===== src/verilog/tmc_defines.svh =====
// Purpose: register offsets, field positions and reset values of the timer block
// Assumes: 32-bit AXI4-Lite words, one register per aligned word
// Notes: byte registers sit in bits 7:0 of their word, upper bits read zero
`ifndef TMC_DEFINES_SVH
`define TMC_DEFINES_SVH

// ==========================================================================
// Register offsets (byte addresses)
`define TMC_AW 6
`define TMC_OFF_SC 6'h00
`define TMC_OFF_CNT_HI 6'h04
`define TMC_OFF_CNT_LO 6'h08
`define TMC_OFF_MOD_HI 6'h0c
`define TMC_OFF_MOD_LO 6'h10
`define TMC_OFF_CH0_SC 6'h14
`define TMC_OFF_CH1_SC 6'h18
`define TMC_OFF_CH0_VAL 6'h1c
`define TMC_OFF_CH1_VAL 6'h20

// ==========================================================================
// Field positions
`define TMC_FLAG_BIT 7
`define TMC_IE_BIT 6
`define TMC_CLKS_HI 4
`define TMC_CLKS_LO 3
`define TMC_PS_HI 2
`define TMC_PS_LO 0

// ==========================================================================
// Reset values and constants
`define TMC_MOD_RESET 16'h0000
`define TMC_CNT_RESET 16'h0000
`define TMC_CNT_FULL 16'hffff
`define TMC_CLKS_OFF 2'h0
`define TMC_CLKS_BUS 2'h1
`define TMC_CLKS_FIXED 2'h2
`define TMC_CLKS_EXT 2'h3
`define TMC_NUM_CH 2
`define TMC_RESP_OKAY 2'h0
`define TMC_RESP_SLVERR 2'h2

`endif


===== src/verilog/tmc_pkg.sv =====
// Purpose: shared types of the timer block
// Assumes: nothing beyond the defines header
// Notes: register selector is decoded once and used by read and write paths
package tmc_pkg;
	// ======================================================================
	// Register selector, one-hot
	typedef enum logic [8:0] {
		TMC_SEL_NONE = 9'h000,
		TMC_SEL_SC = 9'h001,
		TMC_SEL_CNT_HI = 9'h002,
		TMC_SEL_CNT_LO = 9'h004,
		TMC_SEL_MOD_HI = 9'h008,
		TMC_SEL_MOD_LO = 9'h010,
		TMC_SEL_CH0_SC = 9'h020,
		TMC_SEL_CH1_SC = 9'h040,
		TMC_SEL_CH0_VAL = 9'h080,
		TMC_SEL_CH1_VAL = 9'h100
	} tmc_sel_e;
	typedef logic [7:0] tmc_byte_t;
	typedef logic [15:0] tmc_word_t;
endpackage


===== src/verilog/tmc_channel.sv =====
// Purpose: one timer channel: control byte, value register, event flag, request
// Assumes: pin input synchronous to clk; counter step pulse from the top
// Notes: only flag and enable behaviour plus simple capture and match
`timescale 1ns/100ps
`include "tmc_defines.svh"

module tmc_channel (
	// Clock and reset
	input wire logic clk,
	input wire logic rstn,
	// Counter view
	input wire logic count_step,
	input wire tmc_pkg::tmc_word_t cnt_next,
	input wire tmc_pkg::tmc_word_t cnt_now,
	input wire tmc_pkg::tmc_word_t mod_now,
	// Register access
	input wire logic sc_rd,
	input wire logic sc_wr,
	input wire logic val_wr,
	input wire logic [31:0] wdata,
	input wire logic [3:0] wstrb,
	// Pin and outputs
	input wire logic pin_in,
	output tmc_pkg::tmc_byte_t sc_out,
	output tmc_pkg::tmc_word_t val_out,
	output logic irq
);
	import tmc_pkg::*;

	logic [5:0] ctrl_reg;
	logic flag_reg;
	logic armed_reg;
	logic pin_prev_reg;
	tmc_word_t val_reg;
	logic is_capture;
	logic is_pwm;
	logic edge_hit;
	logic match_hit;
	logic set_evt;

	// ======================================================================
	// Mode decode and events; ctrl_reg holds control bits 6:1, so mode is [4:3], edge is [2:1]
	assign is_capture = (ctrl_reg[4:3] == 2'h0) && (ctrl_reg[2:1] != 2'h0);
	assign is_pwm = ctrl_reg[4];
	assign edge_hit = (ctrl_reg[1] && pin_in && !pin_prev_reg) || (ctrl_reg[2] && !pin_in && pin_prev_reg);
	// Duty 0% is value zero, 100% is value past the modulo: no flag there
	assign match_hit = count_step && (cnt_next == val_reg) && !is_capture
		&& !(is_pwm && ((val_reg == 16'h0000) || ((mod_now != 16'h0000) && (val_reg > mod_now))));
	assign set_evt = (is_capture && edge_hit) || match_hit;
	assign sc_out = {flag_reg, ctrl_reg, 1'b0};
	assign val_out = val_reg;

	// Pin history for edge detection
	always_ff @(posedge clk) begin
		if (!rstn) begin
			pin_prev_reg <= 1'b0;
		end else begin
			pin_prev_reg <= pin_in;
		end
	end

	// Control bits: enable and mode
	always_ff @(posedge clk) begin
		if (!rstn) begin
			ctrl_reg <= 6'h00;
		end else if (sc_wr && wstrb[0]) begin
			ctrl_reg <= wdata[6:1];
		end
	end

	// Flag: set wins over a clear landing in the same cycle
	always_ff @(posedge clk) begin
		if (!rstn) begin
			flag_reg <= 1'b0;
			armed_reg <= 1'b0;
		end else if (set_evt) begin
			flag_reg <= 1'b1;
			armed_reg <= 1'b0;
		end else begin
			if (sc_rd && flag_reg) begin
				armed_reg <= 1'b1;
			end
			if (sc_wr && wstrb[0] && !wdata[`TMC_FLAG_BIT] && armed_reg) begin
				flag_reg <= 1'b0;
				armed_reg <= 1'b0;
			end
		end
	end

	// Value: captured on edge, otherwise written by software
	always_ff @(posedge clk) begin
		if (!rstn) begin
			val_reg <= 16'h0000;
		end else if (is_capture && edge_hit) begin
			val_reg <= cnt_now;
		end else if (val_wr && !is_capture) begin
			if (wstrb[0]) val_reg[7:0] <= wdata[7:0];
			if (wstrb[1]) val_reg[15:8] <= wdata[15:8];
		end
	end

	// Request line, registered
	always_ff @(posedge clk) begin
		if (!rstn) begin
			irq <= 1'b0;
		end else begin
			irq <= flag_reg && ctrl_reg[5];
		end
	end
endmodule


===== src/verilog/tmc_timer.sv =====
// Purpose: 16-bit timer counter with coherent byte reads, buffered modulo and two channels
// Assumes: AXI4-Lite slave at 40 MHz, debug_halt and tick inputs synchronous
// Notes: up-counting only; responses come one cycle after the request is taken
//
// Our own choices: the address map and the AXI4-Lite interface to the registers.
`timescale 1ns/100ps
`include "tmc_defines.svh"

// How it works
// Reading either counter byte freezes both in a buffer until the other byte is read.
// Reset or any status-control write releases the counter read buffer.
// Reset clears the counter; any counter byte write zeroes it and releases the buffer.
// Debug halt stops counting and freezes the read buffer state despite reads.
// During halt, status-control or counter writes still release the read buffer.
// Counter at modulo goes to zero on the next step and sets overflow flag.
// One modulo byte written blocks overflow flagging until the other byte follows.
// Reset loads modulo zero, giving a free-running full 16-bit counter.
// With the count clock off, buffered modulo applies once the second byte lands.
// With a clock on, buffered modulo applies at the step into the terminal value.
// A status-control write resets modulo byte tracking, halted or not.
// In halt, tracking stays frozen and modulo writes go straight to the register.
// Software should clear the counter before programming the modulo.
// Input-capture channel flag sets on an active pin edge.
// Compare or PWM flag sets on match, except PWM at 0% or 100% duty.
// Channel request raised while its flag and enable are both set.
// Flag clears by read-while-set then write zero; a new event restarts it.
// Reset clears channel flags and channel enables.
// Clock select zero leaves the counter without count clock.
// Overflow request raised while overflow flag and its enable are set.
// With a clock selected and no halt, counter advances once per prescaled step.
module tmc_timer (
	// Clock and reset
	input wire logic clk,
	input wire logic rstn,
	// AXI4-Lite write channels
	input wire logic [`TMC_AW-1:0] awaddr,
	input wire logic awvalid,
	output logic awready,
	input wire logic [31:0] wdata,
	input wire logic [3:0] wstrb,
	input wire logic wvalid,
	output logic wready,
	output logic [1:0] bresp,
	output logic bvalid,
	input wire logic bready,
	// AXI4-Lite read channels
	input wire logic [`TMC_AW-1:0] araddr,
	input wire logic arvalid,
	output logic arready,
	output logic [31:0] rdata,
	output logic [1:0] rresp,
	output logic rvalid,
	input wire logic rready,
	// Timer side
	input wire logic debug_halt,
	input wire logic fixed_tick,
	input wire logic ext_tick,
	input wire logic [`TMC_NUM_CH-1:0] channel_pin,
	// Requests
	output logic overflow_irq,
	output logic [`TMC_NUM_CH-1:0] channel_irq
);
	import tmc_pkg::*;

	// ======================================================================
	// Address decode, shared by both paths
	function automatic tmc_sel_e sel_of(input logic [`TMC_AW-1:0] a);
		case (a)
			`TMC_OFF_SC: sel_of = TMC_SEL_SC;
			`TMC_OFF_CNT_HI: sel_of = TMC_SEL_CNT_HI;
			`TMC_OFF_CNT_LO: sel_of = TMC_SEL_CNT_LO;
			`TMC_OFF_MOD_HI: sel_of = TMC_SEL_MOD_HI;
			`TMC_OFF_MOD_LO: sel_of = TMC_SEL_MOD_LO;
			`TMC_OFF_CH0_SC: sel_of = TMC_SEL_CH0_SC;
			`TMC_OFF_CH1_SC: sel_of = TMC_SEL_CH1_SC;
			`TMC_OFF_CH0_VAL: sel_of = TMC_SEL_CH0_VAL;
			`TMC_OFF_CH1_VAL: sel_of = TMC_SEL_CH1_VAL;
			default: sel_of = TMC_SEL_NONE;
		endcase
	endfunction

	logic aw_full_reg;
	logic w_full_reg;
	logic [`TMC_AW-1:0] aw_addr_reg;
	logic [31:0] w_data_reg;
	logic [3:0] w_strb_reg;
	logic aw_hs, w_hs, wr_do, rd_do;
	logic [`TMC_AW-1:0] wr_addr;
	logic [31:0] wr_data;
	logic [3:0] wr_strb;
	tmc_sel_e wsel, rsel;
	logic wr_en;
	logic sc_wr, cnt_wr, modh_wr, modl_wr;

	// ======================================================================
	// Bus slave: address and data may arrive in either order
	assign aw_hs = awvalid && awready;
	assign w_hs = wvalid && wready;
	assign wr_addr = aw_full_reg ? aw_addr_reg : awaddr;
	assign wr_data = w_full_reg ? w_data_reg : wdata;
	assign wr_strb = w_full_reg ? w_strb_reg : wstrb;
	assign wr_do = (aw_full_reg || aw_hs) && (w_full_reg || w_hs);
	assign rd_do = arvalid && arready;
	assign wsel = sel_of(wr_addr);
	assign rsel = sel_of(araddr);
	// Byte registers ignore writes without lane 0
	assign wr_en = wr_do && wr_strb[0];
	assign sc_wr = wr_en && (wsel == TMC_SEL_SC);
	assign cnt_wr = wr_en && ((wsel == TMC_SEL_CNT_HI) || (wsel == TMC_SEL_CNT_LO));
	assign modh_wr = wr_en && (wsel == TMC_SEL_MOD_HI);
	assign modl_wr = wr_en && (wsel == TMC_SEL_MOD_LO);

	// Write path holding and response
	always_ff @(posedge clk) begin
		if (!rstn) begin
			aw_full_reg <= 1'b0;
			w_full_reg <= 1'b0;
			aw_addr_reg <= '0;
			w_data_reg <= 32'h0000_0000;
			w_strb_reg <= 4'h0;
			awready <= 1'b0;
			wready <= 1'b0;
			bvalid <= 1'b0;
			bresp <= `TMC_RESP_OKAY;
		end else begin
			if (aw_hs) aw_addr_reg <= awaddr;
			if (w_hs) begin
				w_data_reg <= wdata;
				w_strb_reg <= wstrb;
			end
			aw_full_reg <= (aw_full_reg || aw_hs) && !wr_do;
			w_full_reg <= (w_full_reg || w_hs) && !wr_do;
			// Each ready drops while its own channel is held or a response is due, so one write at a time
			awready <= !((aw_full_reg || aw_hs) && !wr_do) && !(wr_do || (bvalid && !bready));
			wready <= !((w_full_reg || w_hs) && !wr_do) && !(wr_do || (bvalid && !bready));
			if (wr_do) begin
				bvalid <= 1'b1;
				bresp <= (wsel == TMC_SEL_NONE) ? `TMC_RESP_SLVERR : `TMC_RESP_OKAY;
			end else if (bready) begin
				bvalid <= 1'b0;
			end
		end
	end

	// ======================================================================
	// Status/control and prescaler
	logic ovf_flag_reg, ovf_armed_reg, ovf_ie_reg;
	logic [1:0] clk_sel_reg;
	logic [2:0] ps_reg;
	logic [6:0] presc_reg;
	logic [6:0] presc_mask;
	logic src_en, tick, wrap, ovf_set, mod_half;
	tmc_word_t cnt_reg, terminal, cnt_next, mod_reg;

	always_comb begin
		case (clk_sel_reg)
			`TMC_CLKS_BUS: src_en = 1'b1;
			`TMC_CLKS_FIXED: src_en = fixed_tick;
			`TMC_CLKS_EXT: src_en = ext_tick;
			default: src_en = 1'b0;
		endcase
	end
	assign presc_mask = 7'((8'h01 << ps_reg) - 8'h01);
	assign tick = src_en && !debug_halt && ((presc_reg & presc_mask) == presc_mask);

	// Prescaler runs only while a source is selected and not halted
	always_ff @(posedge clk) begin
		if (!rstn) begin
			presc_reg <= 7'h00;
		end else if (src_en && !debug_halt) begin
			presc_reg <= 7'(presc_reg + 7'h01);
		end
	end

	// Control fields
	always_ff @(posedge clk) begin
		if (!rstn) begin
			ovf_ie_reg <= 1'b0;
			clk_sel_reg <= `TMC_CLKS_OFF;
			ps_reg <= 3'h0;
		end else if (sc_wr) begin
			ovf_ie_reg <= wr_data[`TMC_IE_BIT];
			clk_sel_reg <= wr_data[`TMC_CLKS_HI:`TMC_CLKS_LO];
			ps_reg <= wr_data[`TMC_PS_HI:`TMC_PS_LO];
		end
	end

	// Overflow flag: set wins; clear needs a prior read while set
	assign ovf_set = wrap && !mod_half;
	always_ff @(posedge clk) begin
		if (!rstn) begin
			ovf_flag_reg <= 1'b0;
			ovf_armed_reg <= 1'b0;
		end else if (ovf_set) begin
			ovf_flag_reg <= 1'b1;
			ovf_armed_reg <= 1'b0;
		end else begin
			if (rd_do && (rsel == TMC_SEL_SC) && ovf_flag_reg) ovf_armed_reg <= 1'b1;
			if (sc_wr && !wr_data[`TMC_FLAG_BIT] && ovf_armed_reg) begin
				ovf_flag_reg <= 1'b0;
				ovf_armed_reg <= 1'b0;
			end
		end
	end

	// ======================================================================
	// Counter and coherent read buffer
	logic cnt_latched_reg, first_hi_reg;
	tmc_word_t cnt_buf_reg;
	logic cnt_rd, cnt_rd_hi;

	// Modulo zero means free running to the top
	assign terminal = (mod_reg == 16'h0000) ? `TMC_CNT_FULL : mod_reg;
	assign wrap = tick && (cnt_reg == terminal);
	assign cnt_next = wrap ? 16'h0000 : 16'(cnt_reg + 16'h0001);
	assign cnt_rd = rd_do && ((rsel == TMC_SEL_CNT_HI) || (rsel == TMC_SEL_CNT_LO));
	assign cnt_rd_hi = (rsel == TMC_SEL_CNT_HI);

	always_ff @(posedge clk) begin
		if (!rstn) begin
			cnt_reg <= `TMC_CNT_RESET;
		end else if (cnt_wr) begin
			cnt_reg <= 16'h0000;
		end else if (tick) begin
			cnt_reg <= cnt_next;
		end
	end

	// Release wins over a read; halt freezes the state against reads only
	always_ff @(posedge clk) begin
		if (!rstn) begin
			cnt_latched_reg <= 1'b0;
			first_hi_reg <= 1'b0;
			cnt_buf_reg <= 16'h0000;
		end else if (sc_wr || cnt_wr) begin
			cnt_latched_reg <= 1'b0;
		end else if (cnt_rd && !debug_halt) begin
			if (!cnt_latched_reg) begin
				cnt_latched_reg <= 1'b1;
				cnt_buf_reg <= cnt_reg;
				first_hi_reg <= cnt_rd_hi;
			end else if (cnt_rd_hi != first_hi_reg) begin
				cnt_latched_reg <= 1'b0;
			end
		end
	end

	// ======================================================================
	// Modulo with write buffer
	tmc_word_t mod_buf_reg, mod_apply_val;
	logic mod_hi_w_reg, mod_lo_w_reg;
	logic mod_both, mod_apply_now, mod_apply_step;

	assign mod_half = mod_hi_w_reg ^ mod_lo_w_reg;
	assign mod_both = (mod_hi_w_reg || modh_wr) && (mod_lo_w_reg || modl_wr);
	assign mod_apply_val = {modh_wr ? wr_data[7:0] : mod_buf_reg[15:8], modl_wr ? wr_data[7:0] : mod_buf_reg[7:0]};
	assign mod_apply_now = !debug_halt && !sc_wr && (modh_wr || modl_wr) && mod_both
		&& (clk_sel_reg == `TMC_CLKS_OFF);
	assign mod_apply_step = !debug_halt && mod_hi_w_reg && mod_lo_w_reg && tick
		&& (cnt_reg == 16'(terminal - 16'h0001));

	always_ff @(posedge clk) begin
		if (!rstn) begin
			mod_reg <= `TMC_MOD_RESET;
		end else if (debug_halt && modh_wr) begin
			mod_reg[15:8] <= wr_data[7:0];
		end else if (debug_halt && modl_wr) begin
			mod_reg[7:0] <= wr_data[7:0];
		end else if (mod_apply_now) begin
			mod_reg <= mod_apply_val;
		end else if (mod_apply_step) begin
			mod_reg <= mod_buf_reg;
		end
	end

	always_ff @(posedge clk) begin
		if (!rstn) begin
			mod_buf_reg <= `TMC_MOD_RESET;
			mod_hi_w_reg <= 1'b0;
			mod_lo_w_reg <= 1'b0;
		end else if (sc_wr) begin
			mod_hi_w_reg <= 1'b0;
			mod_lo_w_reg <= 1'b0;
		end else if (!debug_halt) begin
			// Tracking frozen in halt: writes there bypass the buffer
			mod_buf_reg <= mod_apply_val;
			if (mod_apply_now || mod_apply_step) begin
				mod_hi_w_reg <= 1'b0;
				mod_lo_w_reg <= 1'b0;
			end else begin
				mod_hi_w_reg <= mod_hi_w_reg || modh_wr;
				mod_lo_w_reg <= mod_lo_w_reg || modl_wr;
			end
		end
	end

	// ======================================================================
	// Channels
	tmc_byte_t ch_sc [`TMC_NUM_CH];
	tmc_word_t ch_val [`TMC_NUM_CH];
	genvar gi;
	generate
		for (gi = 0; gi < `TMC_NUM_CH; gi++) begin : g_ch
			tmc_channel u_ch (
				.clk(clk),
				.rstn(rstn),
				.count_step(tick),
				.cnt_next(cnt_next),
				.cnt_now(cnt_reg),
				.mod_now(mod_reg),
				.sc_rd(rd_do && (rsel == tmc_sel_e'(TMC_SEL_CH0_SC << gi))),
				.sc_wr(wr_do && (wsel == tmc_sel_e'(TMC_SEL_CH0_SC << gi))),
				.val_wr(wr_do && (wsel == tmc_sel_e'(TMC_SEL_CH0_VAL << gi))),
				.wdata(wr_data),
				.wstrb(wr_strb),
				.pin_in(channel_pin[gi]),
				.sc_out(ch_sc[gi]),
				.val_out(ch_val[gi]),
				.irq(channel_irq[gi])
			);
		end
	endgenerate

	// ======================================================================
	// Read path; counter bytes come from the buffer while it holds and debug_halt is low
	tmc_word_t cnt_view;
	assign cnt_view = (cnt_latched_reg && !debug_halt) ? cnt_buf_reg : cnt_reg;
	always_ff @(posedge clk) begin
		if (!rstn) begin
			arready <= 1'b0;
			rvalid <= 1'b0;
			rdata <= 32'h0000_0000;
			rresp <= `TMC_RESP_OKAY;
		end else begin
			arready <= !(rd_do || (rvalid && !rready));
			if (rd_do) begin
				rvalid <= 1'b1;
				rresp <= (rsel == TMC_SEL_NONE) ? `TMC_RESP_SLVERR : `TMC_RESP_OKAY;
				case (rsel)
					TMC_SEL_SC: rdata <= {24'h0, ovf_flag_reg, ovf_ie_reg, 1'b0, clk_sel_reg, ps_reg};
					TMC_SEL_CNT_HI: rdata <= {24'h0, cnt_view[15:8]};
					TMC_SEL_CNT_LO: rdata <= {24'h0, cnt_view[7:0]};
					TMC_SEL_MOD_HI: rdata <= {24'h0, mod_reg[15:8]};
					TMC_SEL_MOD_LO: rdata <= {24'h0, mod_reg[7:0]};
					TMC_SEL_CH0_SC: rdata <= {24'h0, ch_sc[0]};
					TMC_SEL_CH1_SC: rdata <= {24'h0, ch_sc[1]};
					TMC_SEL_CH0_VAL: rdata <= {16'h0, ch_val[0]};
					TMC_SEL_CH1_VAL: rdata <= {16'h0, ch_val[1]};
					default: rdata <= 32'h0000_0000;
				endcase
			end else if (rready) begin
				rvalid <= 1'b0;
			end
		end
	end

	// Overflow request, registered
	always_ff @(posedge clk) begin
		if (!rstn) begin
			overflow_irq <= 1'b0;
		end else begin
			overflow_irq <= ovf_flag_reg && ovf_ie_reg;
		end
	end
endmodule

===== config.mk =====
export PLATFORM = sky130hd
export DESIGN_NAME = tmc_timer
export DESIGN_NICKNAME = d
export VERILOG_FILES = /design/src/verilog/tmc_pkg.sv /design/src/verilog/tmc_channel.sv /design/src/verilog/tmc_timer.sv
export VERILOG_INCLUDE_DIRS = /design/src /design/src/verilog
export SDC_FILE = /design/constraint.sdc
export NUM_CORES = 1
export LEC_CHECK = 0
export BUFFER_PORTS_ARGS = -buffer_cell sky130_fd_sc_hd__buf_2
export CORE_ASPECT_RATIO = 1.2
export CORE_UTILIZATION = 45
export CTS_BUF_LIST = sky130_fd_sc_hd__clkbuf_16
export CTS_CLUSTER_DIAMETER = 30
export DETAILED_ROUTE_END_ITERATION = 8
export SETUP_SLACK_MARGIN = 0.2
export SLEW_MARGIN = 20
export SYNTH_ARGS = -nofsm -noshare
export SYNTH_HDL_FRONTEND = slang
export SYNTH_SLANG_ARGS = --single-unit

===== constraint.sdc =====
create_clock -name clk -period 7.3 [get_ports clk]
set_input_delay 1.46 -clock clk [delete_from_list [all_inputs] [get_ports clk]]
set_output_delay 1.46 -clock clk [all_outputs]
set_load 0.02 [all_outputs]

==> results.ini <==
[logic_synthesis]
synth_top_area_share_pct=31.0
synth.cells.most_frequent=nand2_1, dfxtp_1, nor2_1
yosysWarnings=0
synth.area.top_cells=dfxtp_1, nand2_1, nor2_1
synth.distinct_cells=84
synthCells=1553
synth_edf_count=0
synth.most_common_cell=nand2_1
avgSynthCellArea_sq_um=7.69
async_flop_share_pct=0
yosysSeqAreaShare_pct=31.0
synth_area_sq_mm=0.0119
synthFlopType=dfxtp_1
synth_area_leader_cell=dfxtp_1
ys_ff_latch=185

[cells_and_area]
largest_register_ffs=32
n_antenna_cell=0
drive_above_1_share_pct=10.5
fillCellCount=2626
fin_nets=1649
area_growth_pct=8.09
final_core_util_pct=50.1

[power]
p_per_area_mw_per_mm2=168
peakVddDrop_mv=0.165
internal_power_w=0.00157
switchingPower_w=0.000604
comb_power_share_pct=8.3
p_clk_share_pct=43.9
switching_share_pct=27.8
cellLeakagePower_nw=5.29
finalPower_w=0.00217
p_seq_share_pct=47.8

[clock_network]
cts.sinks=185
cts_buffer_depth=2
post_cts_buffers=0
cts_max_level=4
cts_tree=done
holdBufCountCts=0
clock_latency_ns=0.46
worst_setup_hold_path_clk_slew_ns=0.07
root_buffer=clkbuf_16
numCtsBuffers=17
ctsResizeCount=0

[sta]
maxSlewViolCount=0
finClkSkew_ns=0.0104
max_freq_mhz=216
max_slew.worst_pin.slew_ns=1.14
tns_ns=0
hold_violations=0
setup_violations=0
relSlewSlack_pct=21.5
rsz0062_at_grt=no
fin_crit_ns=4.62
fin_crit_sh_pct=63.3

[drt]
postRouteAntennaNets=0
vias=11500
dr.pass1.iters=5
wire_per_inst_um=22.0
drt_iter0_drc=1117
routed_wl_mm=41.8
drc=0
vias_per_cell=6.07

[placed_design]
gp_congestion=1.00
hpwl_mm=30.4
io_buffers=67

[grt]
grt_antenna_before_repair=0
grt_max_degree=60
grt_pass1_wl_mm=63.9
grt_pass1_vias=10700
global_route.usage.total_pct=31.3
grt-ovfl-total=0

[floorplan]
chipHeight_um=181
start_util_pct=46.3
num_rows=64
coreArea_sq_mm=0.0258
die-area_sq_mm=0.0272
die_width_um=151
ios=104

[min_path]
hold_path.class=flip-flop to flip-flop

[setup_path]
critPathLaunchType=input pin
end_kind=flip-flop
worst-path-max-fanout=19
crit_type=input pin to flip-flop
cp_data_required_time_ns=7.70
crit_arrival_ns=5.02

[run_status]
status=completed

[flow_run]
drv_cap=0

[layout make-up]
class	instances	area, sq um	share of cell area (%)
clock inverters	15	166	1.29
well taps	330	413	3.20
flip-flops and latches	185	3700	28.7
repair buffers	88	495	3.84
clock buffers	17	425	3.29
multi-input cells	1228	7590	58.8
inverters	33	124	0.959
[per-stage QoR]
stage	cell area, sq um	worst slack (ns)	hold WS [ns]	std cells
after floorplan	12000	3.38	0.433	1570
after global placement	12300	2.28	0.439	1864
after detailed placement	12300	2.25	0.449	1864
after CTS	12900	2.73	0.458	1896
after global routing	12900	2.42	0.487	1896
final	12900	2.68	0.455	1896
[final timing paths]
check	from	endpoint	slack, ns	cells past startpoint
worst max register to register	mod_reg[8]$_SDFFE_PN0P_	mod_reg[7]$_SDFFE_PN0P_	2.73	15
worst min-delay path	w_strb_reg[1]$_SDFFE_PN0P_	w_strb_reg[1]$_SDFFE_PN0P_	0.46	2
worst min register to register	w_strb_reg[1]$_SDFFE_PN0P_	w_strb_reg[1]$_SDFFE_PN0P_	0.46	2
worst max-delay path	debug_halt	g_ch[0].u_ch.flag_reg$_SDFFE_PN0P_	2.68	11
[metal layers]
layer  global-route usage (%)  part of all wire (%)
met1                     41.7                    43
met2                     48.1                    45
met3                     5.92                   7.5
met4                     15.3                   4.9
met5                        0                     0
[logic make-up after synthesis]
logic type | after synthesis | synth area share, %
simple gates | 639 | 26.2
compound gates | 397 | 21.8
flops | 185 | 31.0
buf+inv | 157 | 6.17
mux | 70 | 6.03
xor+xnor | 68 | 4.98
fa+ha+maj | 36 | 3.77
other cells | 1 | 0.0314
[critical path, stage by stage]
cell     delay [ns]
buf_2          0.20
nor2_1         0.12
a32o_1         0.46
o21a_1         0.20
and4_1         0.50
o221a_2        0.34
and3_1         0.81
a22o_1         0.26
o21ai_1        0.08
nor4b_2        0.35
a41o_1         0.21
[layout by cell type (no fill, tap or decap), types with 18 or more instances in the layout]
| master | instances |
|---|---|
| xor2_1 | 33 |
| nor2_1 | 183 |
| mux2i_1 | 54 |
| nor2b_1 | 49 |
| xnor2_1 | 35 |
| buf_4 | 22 |
| a21oi_1 | 134 |
| a31oi_1 | 20 |
| conb_1 | 18 |
| dfxtp_1 | 185 |
| a221oi_1 | 20 |
| o21ai_0 | 70 |
| nor3_1 | 42 |
| nand2_1 | 188 |
| inv_1 | 32 |
| nand4_1 | 24 |
| a21boi_0 | 23 |
| o211a_1 | 27 |
| buf_2 | 66 |
| nand3_1 | 37 |
| ha_1 | 36 |
[power by group through the flow]
stage / Sequential [W] / Combinational, W / Clock, W
2_1_floorplan: 0.00107 / 0.000118 / 0
3_3_place_gp: 0.00106 / 0.000178 / 0
3_5_place_dp: 0.00106 / 0.000179 / 0
4_1_cts: 0.00104 / 0.000180 / 0.000962
5_1_grt: 0.00104 / 0.000196 / 0.00100
6_report: 0.00104 / 0.000181 / 0.000953
Power figures use the tool's default switching activity.
